[src/rtl/csm_pkg.sv]
/*
 * Shared constants for the clock stop monitor and reset cause block:
 * register offsets, field positions, reset values, detector count, states.
 * Assumes byte-wide registers on a plain strobe port with byte addresses.
 */
package csm_pkg;

	// ----------------------------------------------------------------
	// Register map
	// ----------------------------------------------------------------
	localparam logic [7:0] CSM_OFS_CAUSE = 8'h00;
	localparam logic [7:0] CSM_OFS_MODE  = 8'h01;

	localparam logic [7:0] CSM_CAUSE_RST = 8'h00;
	localparam logic [7:0] CSM_MODE_RST  = 8'h00;

	// ----------------------------------------------------------------
	// Field positions
	// ----------------------------------------------------------------
	localparam int unsigned CSM_BIT_WDT    = 4;
	localparam int unsigned CSM_BIT_CLM    = 1;
	localparam int unsigned CSM_BIT_LVI    = 0;
	localparam int unsigned CSM_BIT_ENABLE = 0;

	// ----------------------------------------------------------------
	// Detector timing
	// ----------------------------------------------------------------
	// Ring oscillator sample periods without a main clock edge
	localparam int unsigned CSM_STOP_LIMIT = 4;

	// ----------------------------------------------------------------
	// Monitor states, Gray along off, wait, run
	// ----------------------------------------------------------------
	typedef enum logic [1:0] {
		CSM_MON_OFF  = 2'h0,
		CSM_MON_WAIT = 2'h1,
		CSM_MON_RUN  = 2'h3
	} csm_mon_e;

endpackage

[src/rtl/csm_stop_detect.sv]
/*
 * Stopped-clock detector: counts ring oscillator sample ticks since the
 * last main oscillator level change and pulses when the limit is reached.
 * Assumes main_osc_level and ring_tick are synchronous to clock.
 */
`timescale 1ns/1ps
`default_nettype none

module csm_stop_detect #(
	parameter int unsigned LIMIT = csm_pkg::CSM_STOP_LIMIT,
	parameter int unsigned CW    = 4
) (
	input  wire logic clock,
	input  wire logic rst_n,
	input  wire logic active,
	input  wire logic ring_tick,
	input  wire logic main_osc_level,
	output logic      stopped
);

	// ----------------------------------------------------------------
	// Parameter check
	// ----------------------------------------------------------------
	if (LIMIT < 2 || LIMIT >= (1 << CW)) begin : g_bad_limit
		$error("csm_stop_detect: LIMIT must be 2 or more and fit in CW bits");
	end

	localparam logic [CW-1:0] LIM_M1 = CW'(LIMIT - 1);
	localparam logic [CW-1:0] LIM    = CW'(LIMIT);

	logic          level_prev_r;
	logic [CW-1:0] cnt_r;
	logic          stopped_r;
	logic          edge_seen;

	assign edge_seen = main_osc_level ^ level_prev_r;
	assign stopped   = stopped_r;

	// ----------------------------------------------------------------
	// Edge history
	// ----------------------------------------------------------------
	always_ff @(posedge clock) begin
		if (!rst_n) begin
			level_prev_r <= 1'b0;
		end else begin
			level_prev_r <= main_osc_level;
		end
	end

	// ----------------------------------------------------------------
	// Tick counter, restarted by every main clock edge
	// ----------------------------------------------------------------
	always_ff @(posedge clock) begin
		if (!rst_n || !active || edge_seen) begin
			cnt_r <= '0;
		end else if (ring_tick && cnt_r != LIM) begin
			cnt_r <= cnt_r + CW'(1);
		end
	end

	always_ff @(posedge clock) begin
		if (!rst_n) begin
			stopped_r <= 1'b0;
		end else begin
			stopped_r <= active && !edge_seen && ring_tick && cnt_r == LIM_M1;
		end
	end

endmodule

`default_nettype wire

[src/rtl/csm_cause_flags.sv]
/*
 * Reset cause flag byte: sticky per-source flags, cleared by the pin
 * reset, power-on clear or a read. Assumes single-cycle set pulses.
 */
`timescale 1ns/1ps
`default_nettype none

module csm_cause_flags (
	input  wire logic       clock,
	input  wire logic       rst_n,
	input  wire logic       poc_clear,
	input  wire logic       rd_clear,
	input  wire logic       set_wdt,
	input  wire logic       set_clm,
	input  wire logic       set_lvi,
	output logic [7:0]      flags
);

	logic [7:0] set_vec;
	logic [7:0] flags_r;

	always_comb begin
		set_vec = 8'h00;
		set_vec[csm_pkg::CSM_BIT_WDT] = set_wdt;
		set_vec[csm_pkg::CSM_BIT_CLM] = set_clm;
		set_vec[csm_pkg::CSM_BIT_LVI] = set_lvi;
	end

	assign flags = flags_r;

	// ----------------------------------------------------------------
	// One sticky flag per bit; unused bits never set
	// ----------------------------------------------------------------
	for (genvar i = 0; i < 8; i++) begin : g_flag
		always_ff @(posedge clock) begin
			if (!rst_n || poc_clear) begin
				flags_r[i] <= csm_pkg::CSM_CAUSE_RST[i];
			end else if (set_vec[i]) begin
				flags_r[i] <= 1'b1;
			end else if (rd_clear) begin
				flags_r[i] <= 1'b0;
			end
		end
	end

endmodule

`default_nettype wire

[src/rtl/csm_top.sv]
/*
 * Clock stop monitor with reset cause register. Watches the main
 * oscillator with ring oscillator ticks and requests an internal reset
 * when it stops. Assumes all inputs are synchronous to clock, internal
 * reset requests arrive as one-cycle pulses, and the stabilization busy
 * input is high for every oscillation stabilization period.
 */
`timescale 1ns/1ps
`default_nettype none

module csm_top #(
	parameter int unsigned STOP_LIMIT = csm_pkg::CSM_STOP_LIMIT
) (
	input  wire logic       clock,
	input  wire logic       rst_n,
	input  wire logic [7:0] reg_addr,
	input  wire logic [7:0] reg_wr_data,
	input  wire logic       reg_wr_en,
	input  wire logic       reg_rd_en,
	output logic [7:0]      reg_rd_data,
	input  wire logic       poc_reset,
	input  wire logic       wdt_reset_req,
	input  wire logic       lvi_reset_req,
	input  wire logic       stop_mode,
	input  wire logic       stabilization_busy,
	input  wire logic       main_osc_stop_bit,
	input  wire logic       main_clock_cut_bit,
	input  wire logic       cpu_clk_ring,
	input  wire logic       cpu_clk_subsys,
	input  wire logic       ring_oscillator_running,
	input  wire logic       ring_oscillator_tick,
	input  wire logic       main_osc_level,
	output logic            clm_reset_req,
	output logic            monitor_active,
	output logic [1:0]      monitor_state
);

	// ----------------------------------------------------------------
	// Declarations
	// ----------------------------------------------------------------
	logic             enable_r;
	logic             enable_nxt;
	logic             clm_reset_r;
	logic             active_r;
	logic [7:0]       rd_data_r;
	logic [7:0]       cause_flags;
	logic             stop_seen;
	logic             internal_reset;
	logic             sw_main_stop;
	logic             pause;
	logic             wr_mode;
	logic             rd_cause;
	csm_pkg::csm_mon_e mon_r;
	csm_pkg::csm_mon_e mon_nxt;

	assign wr_mode  = reg_wr_en && reg_addr == csm_pkg::CSM_OFS_MODE;
	assign rd_cause = reg_rd_en && reg_addr == csm_pkg::CSM_OFS_CAUSE;

	assign internal_reset = wdt_reset_req || lvi_reset_req || clm_reset_r || poc_reset;

	assign reg_rd_data    = rd_data_r;
	assign clm_reset_req  = clm_reset_r;
	assign monitor_active = active_r;
	assign monitor_state  = mon_r;

	// ----------------------------------------------------------------
	// Monitor enable bit
	// ----------------------------------------------------------------
	always_comb begin
		enable_nxt = enable_r;
		if (internal_reset) begin
			enable_nxt = 1'b0;
		end else if (wr_mode && reg_wr_data[csm_pkg::CSM_BIT_ENABLE]) begin
			enable_nxt = 1'b1;
		end
	end

	always_ff @(posedge clock) begin
		if (!rst_n) begin
			enable_r <= csm_pkg::CSM_MODE_RST[csm_pkg::CSM_BIT_ENABLE];
		end else begin
			enable_r <= enable_nxt;
		end
	end

	// ----------------------------------------------------------------
	// Automatic pause conditions
	// ----------------------------------------------------------------
	always_comb begin
		sw_main_stop = 1'b0;
		if (cpu_clk_ring) begin
			sw_main_stop = main_osc_stop_bit;
		end else if (cpu_clk_subsys) begin
			sw_main_stop = main_clock_cut_bit;
		end
	end

	// Stabilization busy covers reset, stop-mode and restart periods
	assign pause = stabilization_busy || stop_mode || sw_main_stop || !ring_oscillator_running;

	// ----------------------------------------------------------------
	// Monitor state
	// ----------------------------------------------------------------
	always_comb begin
		case ({enable_nxt, pause})
			2'h2:    mon_nxt = csm_pkg::CSM_MON_RUN;
			2'h3:    mon_nxt = csm_pkg::CSM_MON_WAIT;
			default: mon_nxt = csm_pkg::CSM_MON_OFF;
		endcase
	end

	always_ff @(posedge clock) begin
		if (!rst_n) begin
			mon_r    <= csm_pkg::CSM_MON_OFF;
			active_r <= 1'b0;
		end else begin
			mon_r    <= mon_nxt;
			active_r <= mon_nxt == csm_pkg::CSM_MON_RUN;
		end
	end

	// ----------------------------------------------------------------
	// Stopped-clock detection and reset request
	// ----------------------------------------------------------------
	csm_stop_detect #(
		.LIMIT (STOP_LIMIT),
		.CW    ($clog2(STOP_LIMIT + 1))
	) u_detect (
		.clock          (clock),
		.rst_n          (rst_n),
		.active         (active_r),
		.ring_tick      (ring_oscillator_tick),
		.main_osc_level (main_osc_level),
		.stopped        (stop_seen)
	);

	always_ff @(posedge clock) begin
		if (!rst_n) begin
			clm_reset_r <= 1'b0;
		end else begin
			clm_reset_r <= stop_seen && active_r && !pause;
		end
	end

	// ----------------------------------------------------------------
	// Reset cause byte
	// ----------------------------------------------------------------
	csm_cause_flags u_cause (
		.clock     (clock),
		.rst_n     (rst_n),
		.poc_clear (poc_reset),
		.rd_clear  (rd_cause),
		.set_wdt   (wdt_reset_req),
		.set_clm   (clm_reset_r),
		.set_lvi   (lvi_reset_req),
		.flags     (cause_flags)
	);

	// ----------------------------------------------------------------
	// Read port, data one cycle after the strobe
	// ----------------------------------------------------------------
	always_ff @(posedge clock) begin
		if (!rst_n) begin
			rd_data_r <= 8'h00;
		end else if (reg_rd_en) begin
			case (reg_addr)
				csm_pkg::CSM_OFS_CAUSE: rd_data_r <= cause_flags;
				csm_pkg::CSM_OFS_MODE:  rd_data_r <= {7'h00, enable_r};
				default:                rd_data_r <= 8'h00;
			endcase
		end else begin
			rd_data_r <= 8'h00;
		end
	end
endmodule

`default_nettype wire

[config.mk]
export PLATFORM = sky130hd
export DESIGN_NAME = csm_top
export DESIGN_NICKNAME = d
export VERILOG_FILES = /design/src/rtl/csm_pkg.sv /design/src/rtl/csm_stop_detect.sv /design/src/rtl/csm_cause_flags.sv /design/src/rtl/csm_top.sv
export SDC_FILE = /design/constraint.sdc
export NUM_CORES = 1
export LEC_CHECK = 0
export BUFFER_PORTS_ARGS = -buffer_cell sky130_fd_sc_hd__buf_2
export CAP_MARGIN = 30
export CORE_MARGIN = 5
export CORE_UTILIZATION = 35
export DETAILED_ROUTE_END_ITERATION = 6
export GPL_ROUTABILITY_DRIVEN = 0
export GPL_TIMING_DRIVEN = 0
export HOLD_SLACK_MARGIN = 0.08
export MAX_ROUTING_LAYER = met4
export PLACE_DENSITY = 0.77
export SKIP_CTS_REPAIR_TIMING = 1
export SLEW_MARGIN = 0
export SYNTH_ARGS = -nofsm -noshare
export SYNTH_HDL_FRONTEND = slang
export SYNTH_SLANG_ARGS = --single-unit
export TNS_END_PERCENT = 5
[constraint.sdc]
create_clock -name clock -period 1.2 [get_ports clock]
set_clock_uncertainty 0.1 [all_clocks]
set_input_delay 0.18 -clock clock [delete_from_list [all_inputs] [get_ports clock]]
set_output_delay 0.18 -clock clock [all_outputs]
set_load 0.01 [all_outputs]
==> impl_metrics.toml, run 1 <==
[global_route]
globalRouteTotalUtil = 0.101
grt_start_max_net_pins = 9
antenna_found_initial = 0
grt_pass1_wl_um = 1970
grt_pass1_vias = 512
grt.overflow.total = 0

[routing]
avgViaCountPerCell = 4.26
first_iter_violations = 8
drtAntennaViolNets = 0
routed-via-count = 600
drc = 0
firstDrtPassIters = 4
wl_um = 1400
wire_per_inst_um = 9.96

[critical_path]
critPathBufInv = 0
rr_worst_depth = 4
arrival_ns = 1.32
cp_max_fo = 3
crit_path_end_kind = "flop"
crit_type = "flop to flop"
critPathTopFamily = "adder cells"
max_stage_delay_ns = 0.34
cp.required_ns = 1.31
ff2ff_setup_slack_ns = -0.005
worst-path-stages = 4
cp-start-kind = "flop"
crit_chain = "ha_2 > ha_1 > nand2b_1 > a21oi_1"
slowest_stage = "dfxtp_2"

[final_layout]
fin_area_um2 = 948
nFillCells = 165
diodes = 0
drive_gt1_frac = 0.457
instances_no_fill = 141
num-nets-final = 152
area_growth_pct = 45.8

[outcome]
violations = "negative setup slack"
status = "complete, but fails checks"

[run]
drv_cap = 0

[sta]
maxClockFrequency_mhz = 830
finalHoldViolCount = 0
slew_violations = 0
tns_ns = -0.00475
period_share = 1.00
fin_crit_ns = 1.20
rsz0062_at_grt = "yes"
finalSetupViolations = 1
fin_ws_ns = -0.00475

[logic_synthesis]
synthArstFlopShare = 0
yosysTopAreaCellShare = 0.431
synthTopCellsByCount = "dfxtp_1 (14), nor2_1 (10), buf_4 (7)"
synth.distinct_cells = 26
yosysSeqAreaShare = 0.431
yosys_warnings = 0
synthFlopType = "dfxtp_1"
synth.largest_area_cell = "dfxtp_1"
synth_edf_count = 0
yosysMostFrequentCell = "dfxtp_1"
syn_inst = 74
synth_area_leaders = "dfxtp_1 (43%), buf_4 (8.1%), ha_1 (5.8%)"
synth-seq-cells = 14
syn_avg_cell_area_um2 = 8.79
synthesis.area_um2 = 651

[worst_hold_path]
hold_depth = 4
min_path_type = "input port to flop"

[placed_design]
place_area_um2 = 856
port_buffers = 31
dp.cells = 134
dp_hpwl_um = 1150

[cts]
cts_buffers = 3
cts.clk_slew.worst_paths_ns = 0.08
cts_tree = "done"
cts.sink_count = 14
clock_latency_ns = 0.28
cts_max_path_buffers = 2
htree_levels = 1
root_buffer = "clkbuf_4"

[power_and_ir_drop]
p_leak_nw = 0.451
power_density_nw_per_um2 = 952
ir_drop_mv = 0.942

[floorplan]
rows = 15
die_h_um = 53.1
dieArea_um2 = 2820
die_w_um = 53.1
pin_count = 44
initial_core_util = 0.373
core_um2 = 1750
## report_power, final
part	leakage (nW)	switching (mW)	total [mW]	internal [mW]
clock	0.0210	0.142	0.327	0.185
combinational	0.315	0.0425	0.105	0.0626
sequential	0.115	0.00228	0.471	0.469
total	0.451	0.187	0.903	0.716
## worst min-delay path, stage by stage
cell and delay, ns:
buf_2 0.08, nor2b_1 0.06, o21ai_0 0.07, a21oi_1 0.04
## cell type report
type	instances	area [um2]	share of cell area
Buffer	7	52.6	0.0554
Clock buffer	4	36.3	0.0383
Inverter	5	18.8	0.0198
Multi-Input combinational cell	52	340	0.359
Sequential cell	14	284	0.299
Tap cell	25	31.3	0.0330
Timing Repair Buffer	34	185	0.195
## routing by layer
layer	GRT usage	wire (um)	vias up
li1	-	-	321
met1	0.108	558	256
met2	0.161	721	21
met3	0.0423	105	2
met4	0.0511	19	0
met5	-	0	-
## cells in the final DEF (no fill, tap or decap), drive strengths merged
| cell | Yosys | routed |
|---|---|---|
| buf | 7 | 38 |
| dfxtp | 14 | 14 |
| nor2 | 10 | 10 |
| conb | 1 | 5 |
| inv | 5 | 5 |
| o21ai | 4 | 4 |
| a21oi | 4 | 4 |
| clkbuf | 0 | 4 |
| and3 | 3 | 3 |
| nand3 | 3 | 3 |
| nand2 | 3 | 3 |
| dlygate4sd3 | 0 | 3 |
| nor3 | 3 | 3 |
| ha | 3 | 3 |
| xnor2 | 2 | 2 |
| or4 | 1 | 1 |
| or4b | 1 | 1 |
| mux2 | 1 | 1 |
| or3 | 1 | 1 |
| o31a | 1 | 1 |
| nor2b | 1 | 1 |
| a21boi | 1 | 1 |
| mux2i | 1 | 1 |
| nand3b | 1 | 1 |
| nand4 | 1 | 1 |
| nand2b | 1 | 1 |
| and2 | 1 | 1 |
## flip-flops by register name (all words and copies together), names as in the netlist
register	cells
monitor_active	1
monitor_state	1
reg_rd_data	3
u_detect.cnt_r	3
u_detect.level_prev_r	1
u_detect.stopped	1
u_cause.flags	3
clm_reset_req	1
## logic make-up after synthesis
| kind of cell | synth area share |
|---|---|
| AO/OA/AOI/OAI | 0.0865 |
| XOR/XNOR | 0.0269 |
| adder cells (fa/ha/maj) | 0.0577 |
| buffers and inverters | 0.110 |
| flip-flops | 0.431 |
| multiplexers | 0.0327 |
| other | 0.00576 |
| AND/OR/NAND/NOR | 0.250 |
## through the flow
stage | hold WS [ns] | utilization | power, mW | setup WS [ns]
2_1_floorplan | 0.194 | - | 0.528 | -0.0268
3_3_place_gp | 0.318 | 0.490 | 0.575 | -0.198
3_5_place_dp | 0.324 | 0.490 | 0.577 | -0.214
4_1_cts | 0.0352 | 0.511 | 0.900 | -0.117
5_1_grt | 0.0997 | 0.543 | 0.948 | -0.0522
6_report | 0.0876 | 0.543 | 0.903 | -0.00475
## worst paths after layout
check                    start           endpoint
max reg2reg  u_detect.cnt_r[0]  u_detect.cnt_r[2]
min                  poc_reset   u_cause.flags[0]
max          u_detect.cnt_r[0]  u_detect.cnt_r[2]
min reg2reg   u_detect.stopped      clm_reset_req
Note: power is estimated with default switching activity, not from simulation.
==> inputs of run 2 (changes only) <==
--- a/config.mk
+++ b/config.mk
@@ -11,7 +11,7 @@
 export CORE_UTILIZATION = 35
 export DETAILED_ROUTE_END_ITERATION = 6
 export GPL_ROUTABILITY_DRIVEN = 0
-export GPL_TIMING_DRIVEN = 0
+export GPL_TIMING_DRIVEN = 1
 export HOLD_SLACK_MARGIN = 0.08
 export MAX_ROUTING_LAYER = met4
 export PLACE_DENSITY = 0.77
==> run 2 against run 1 <==
The flow now finishes without violations. Setup slack improved by 0.012 ns. Non-clock buffer count fell by 7. Cell count fell by 5.7%. Hold slack improved by 0.0081 ns. Critical path type unchanged. Largest cell class unchanged.
==> impl_metrics.toml, run 2 (synthesis gave the netlist of run 1 again) <==
[critical_path]
cp-start-kind = "flop"
max_stage_delay_ns = 0.33
crit_path_end_kind = "flop"
cp.required_ns = 1.31
slowest_stage = "dfxtp_2"
cp_max_fo = 3
cp_common_cell = "ha_1"
arrival_ns = 1.30
crit_type = "flop to flop"
crit_chain = "ha_1 > ha_1 > nand2b_4 > a21oi_2"

[final_layout]
num-nets-final = 145
nFillCells = 173
most-common-layout-cells = "buf_2 (31), dfxtp_1 (12), nor2_1 (10), conb_1 (5), o21ai_0 (4)"
multi_input_area_um2 = 349
area_growth_pct = 36.3
instances_no_fill = 133
drive_gt1_frac = 0.426
register_area_um2 = 283
diodes = 0
final_common_cell = "buf_2"

[routing]
firstDrtPassIters = 4
drc = 0
routed-via-count = 589
avgViaCountPerCell = 4.43
wl_um = 1410
drtAntennaViolNets = 0
wire_per_inst_um = 10.6
first_iter_violations = 6

[global_route]
grt_pass1_vias = 557
grtUsageMet2 = 0.182
grt-busiest-layer = "met2"
grt.overflow.total = 0
globalRouteTotalUtil = 0.115
grt_start_max_net_pins = 8
antenna_found_initial = 0
grt_use_met1 = 0.118
grt_pass1_wl_um = 2200
use_met3 = 0.0423

[power_and_ir_drop]
switching_share = 0.211
power_density_nw_per_um2 = 908
p_sw_uw = 170
pwr-share-clk = 0.300
p_leak_nw = 0.420
ir_drop_mv = 0.429
seq_power_share = 0.586
pwr-share-comb = 0.114
intPower_uw = 635

[sta]
finalSetupViolations = 0
rsz0062_at_grt = "yes"
fin_ws_ns = 0.00688
period_share = 0.994
finalHoldViolCount = 0
maxClockFrequency_mhz = 838
slew_violations = 0
fin_crit_ns = 1.19

[floorplan]
initial_core_util = 0.373
die_h_um = 53.1
dieArea_um2 = 2820
core_um2 = 1750
pin_count = 44
die_w_um = 53.1
rows = 15

[cts]
cts.clk_slew.worst_paths_ns = 0.07
cts_max_path_buffers = 2
htree_levels = 1
clock_latency_ns = 0.27
cts_buffers = 3
root_buffer = "clkbuf_4"
cts_tree = "done"
cts.sink_count = 14

[worst_hold_path]
min_path_type = "input port to flop"

[run]
drv_cap = 0

[placed_design]
dp_slack_ns = -0.216
dp.cells = 128
dp_hpwl_um = 1170
port_buffers = 31

[outcome]
status = "complete, no violations"
## run 2: metal layers
layer,routed length (um),vias up
li1,-,306
met1,555,260
met2,731,21
met3,91,2
met4,27,0
met5,0,-
## run 2: stage by stage
step	total power [mW]	setup TNS [ns]	hold WS, ns	cell area, um2	util
after floorplan	0.528	-0.0877	0.194	669	-
after global placement	0.563	-1.42	0.317	811	0.465
after detailed placement	0.566	-1.64	0.318	811	0.465
after CTS	0.819	-0.137	0.0271	833	0.477
after global routing	0.856	-0.102	0.0956	887	0.508
final	0.805	0	0.0958	887	0.508
## run 2: power groups by stage
stage          sequential (mW)  clock [mW]  combinational [mW]
2_1_floorplan            0.482           0              0.0463
3_3_place_gp             0.482           0              0.0809
3_5_place_dp             0.482           0              0.0833
4_1_cts                  0.471       0.264              0.0834
5_1_grt                  0.472       0.282               0.102
6_report                 0.472       0.242              0.0918
## run 2: worst paths after layout
path                            cells past startpoint  slack, ns                end         startpoint
worst max register to register                      4      0.007  u_detect.cnt_r[2]  u_detect.cnt_r[0]
worst max-delay path                                4      0.007  u_detect.cnt_r[2]  u_detect.cnt_r[0]
worst min register to register                      2       0.35      clm_reset_req   u_detect.stopped
worst min-delay path                                4        0.1   u_cause.flags[0]          poc_reset
## run 2: area by class of cell
class / instances / share of cell area
clock buffer: 3 / 0.0254
multi-input combinational: 52 / 0.394
sequential: 14 / 0.319
tap: 25 / 0.0353
inverter: 5 / 0.0212
timing repair buffer: 34 / 0.206
## run 2: critical path, delay by kind of cell, from the launching register on
family	cells	cell delay (ns)
fa+ha+maj	2	0.46
flops	1	0.33
simple gates	1	0.14
compound gates	1	0.10
==> inputs of run 3 (changes only) <==
--- a/config.mk
+++ b/config.mk
@@ -8,13 +8,13 @@
 export BUFFER_PORTS_ARGS = -buffer_cell sky130_fd_sc_hd__buf_2
 export CAP_MARGIN = 30
 export CORE_MARGIN = 5
-export CORE_UTILIZATION = 35
+export CORE_UTILIZATION = 39
 export DETAILED_ROUTE_END_ITERATION = 6
 export GPL_ROUTABILITY_DRIVEN = 0
 export GPL_TIMING_DRIVEN = 1
 export HOLD_SLACK_MARGIN = 0.08
 export MAX_ROUTING_LAYER = met4
-export PLACE_DENSITY = 0.77
+export PLACE_DENSITY = 0.81
 export SKIP_CTS_REPAIR_TIMING = 1
 export SLEW_MARGIN = 0
 export SYNTH_ARGS = -nofsm -noshare
==> constraint.sdc (replaced) <==
create_clock -name clock -period 1.3 [get_ports clock]
set_clock_uncertainty 0.1 [all_clocks]
set_input_delay 0.195 -clock clock [delete_from_list [all_inputs] [get_ports clock]]
set_output_delay 0.195 -clock clock [all_outputs]
set_load 0.01 [all_outputs]
==> run 3 against run 2 <==
Combinational power shrank 10%. Hold slack gained 0.0013 ns. Core utilization grew 4.1 points. Critical path depth rose by 1. Critical endpoint is now u_detect.cnt_r[0]. Clock-buffer cell count stayed put. Clock power fell by 3%.
==> impl_metrics.toml, run 3 (synthesis gave the netlist of run 1 again) <==
[worst_hold_path]
min_path_type = "input port to flop"

[global_route]
antenna_found_initial = 0
grt.overflow.total = 0
grt_start_max_net_pins = 8
grt_pass1_wl_um = 2260
grt_pass1_vias = 567
globalRouteTotalUtil = 0.115

[final_layout]
fin_area_um2 = 847
num-nets-final = 145
most-common-layout-cells = "buf_2 (31), dfxtp_1 (12), nor2_1 (10), inv_1 (5), conb_1 (5)"
final_common_cell = "buf_2"
diodes = 0
drive_gt1_frac = 0.389
area_growth_pct = 30.2

[cts]
clock_latency_ns = 0.27
cts_max_path_buffers = 2
cts_tree = "done"
cts.sink_count = 14
root_buffer = "clkbuf_4"
htree_levels = 1
cts_buffers = 3
cts.clk_slew.worst_paths_ns = 0.08

[power_and_ir_drop]
power_density_nw_per_um2 = 887
p_leak_nw = 0.401
ir_drop_mv = 0.333

[floorplan]
dieArea_um2 = 2590
die_w_um = 50.8
pin_count = 44
die_h_um = 50.8
core_um2 = 1540
rows = 14
initial_core_util = 0.422

[sta]
maxClockFrequency_mhz = 831
fin_crit_ns = 1.20
tns_ns = 0
slew_violations = 0
period_share = 0.926
whs_ns = 0.0971
finalHoldViolCount = 0
finalSetupViolations = 0

[routing]
routed-via-count = 603
drc = 0
firstDrtPassIters = 4
first_iter_violations = 12
wl_um = 1380
drtAntennaViolNets = 0
wire_per_inst_um = 11.2
avgViaCountPerCell = 4.86

[critical_path]
crit_type = "input port to flop"
cp_max_fo = 4
cp.required_ns = 1.40
arrival_ns = 1.31
cp-start-kind = "input port"
crit_path_end_kind = "flop"

[placed_design]
port_buffers = 31
place_area_um2 = 796
dp_hpwl_um = 1090

[run]
drv_cap = 0

[outcome]
status = "complete, no violations"
[run 3: cell counts in the layout (fill, tap and decap cells not counted)]
Identical to the previous run, type by type.
[run 3: cell type report]
type	count	area [um2]
inverter	5	18.8
timing repair buffer	34	183
fill	143	694
tap	16	20.0
clock buffer	3	22.5
multi-input combinational	52	320
sequential	14	283
[run 3: routing by layer]
metal	share of wire	wire (um)	global-route usage	up-vias
met2	0.53	728	0.188	28
met4	0.016	22	0.0936	0
met5	0	0	-	-
met1	0.39	536	0.123	267
li1	-	-	-	306
met3	0.070	97	0.0145	2
[run 3: final timing paths]
path	cells after the start	slack [ns]	to	startpoint
setup / recovery	5	0.1	u_detect.cnt_r[0]	main_osc_level
hold / removal	3	0.1	u_detect.cnt_r[2]	ring_oscillator_tick
setup reg to reg	4	0.1	u_detect.cnt_r[2]	u_detect.cnt_r[0]
hold reg to reg	2	0.36	clm_reset_req	u_detect.stopped
[run 3: worst max-delay path, cell delays in order]
cell and delay [ns]:
dlygate4sd3_1 0.53, buf_2 0.13, xnor2_1 0.13, nand3_1 0.17, nor2_1 0.14
[run 3: per-stage QoR]
stage | worst slack (ns) | total power [mW] | utilization | instances
after floorplan | -0.00891 | 0.487 | - | 78
after global placement | -0.134 | 0.518 | 0.516 | 119
after detailed placement | -0.141 | 0.521 | 0.516 | 119
after CTS | -0.0515 | 0.752 | 0.531 | 122
after global routing | -0.0170 | 0.803 | 0.550 | 124
final | 0.0967 | 0.751 | 0.550 | 124
[run 3: where the power goes]
group          internal [mW]  switching (mW)
sequential             0.433         0.00221
combinational         0.0448          0.0376
clock                  0.107           0.127
total                  0.585           0.167
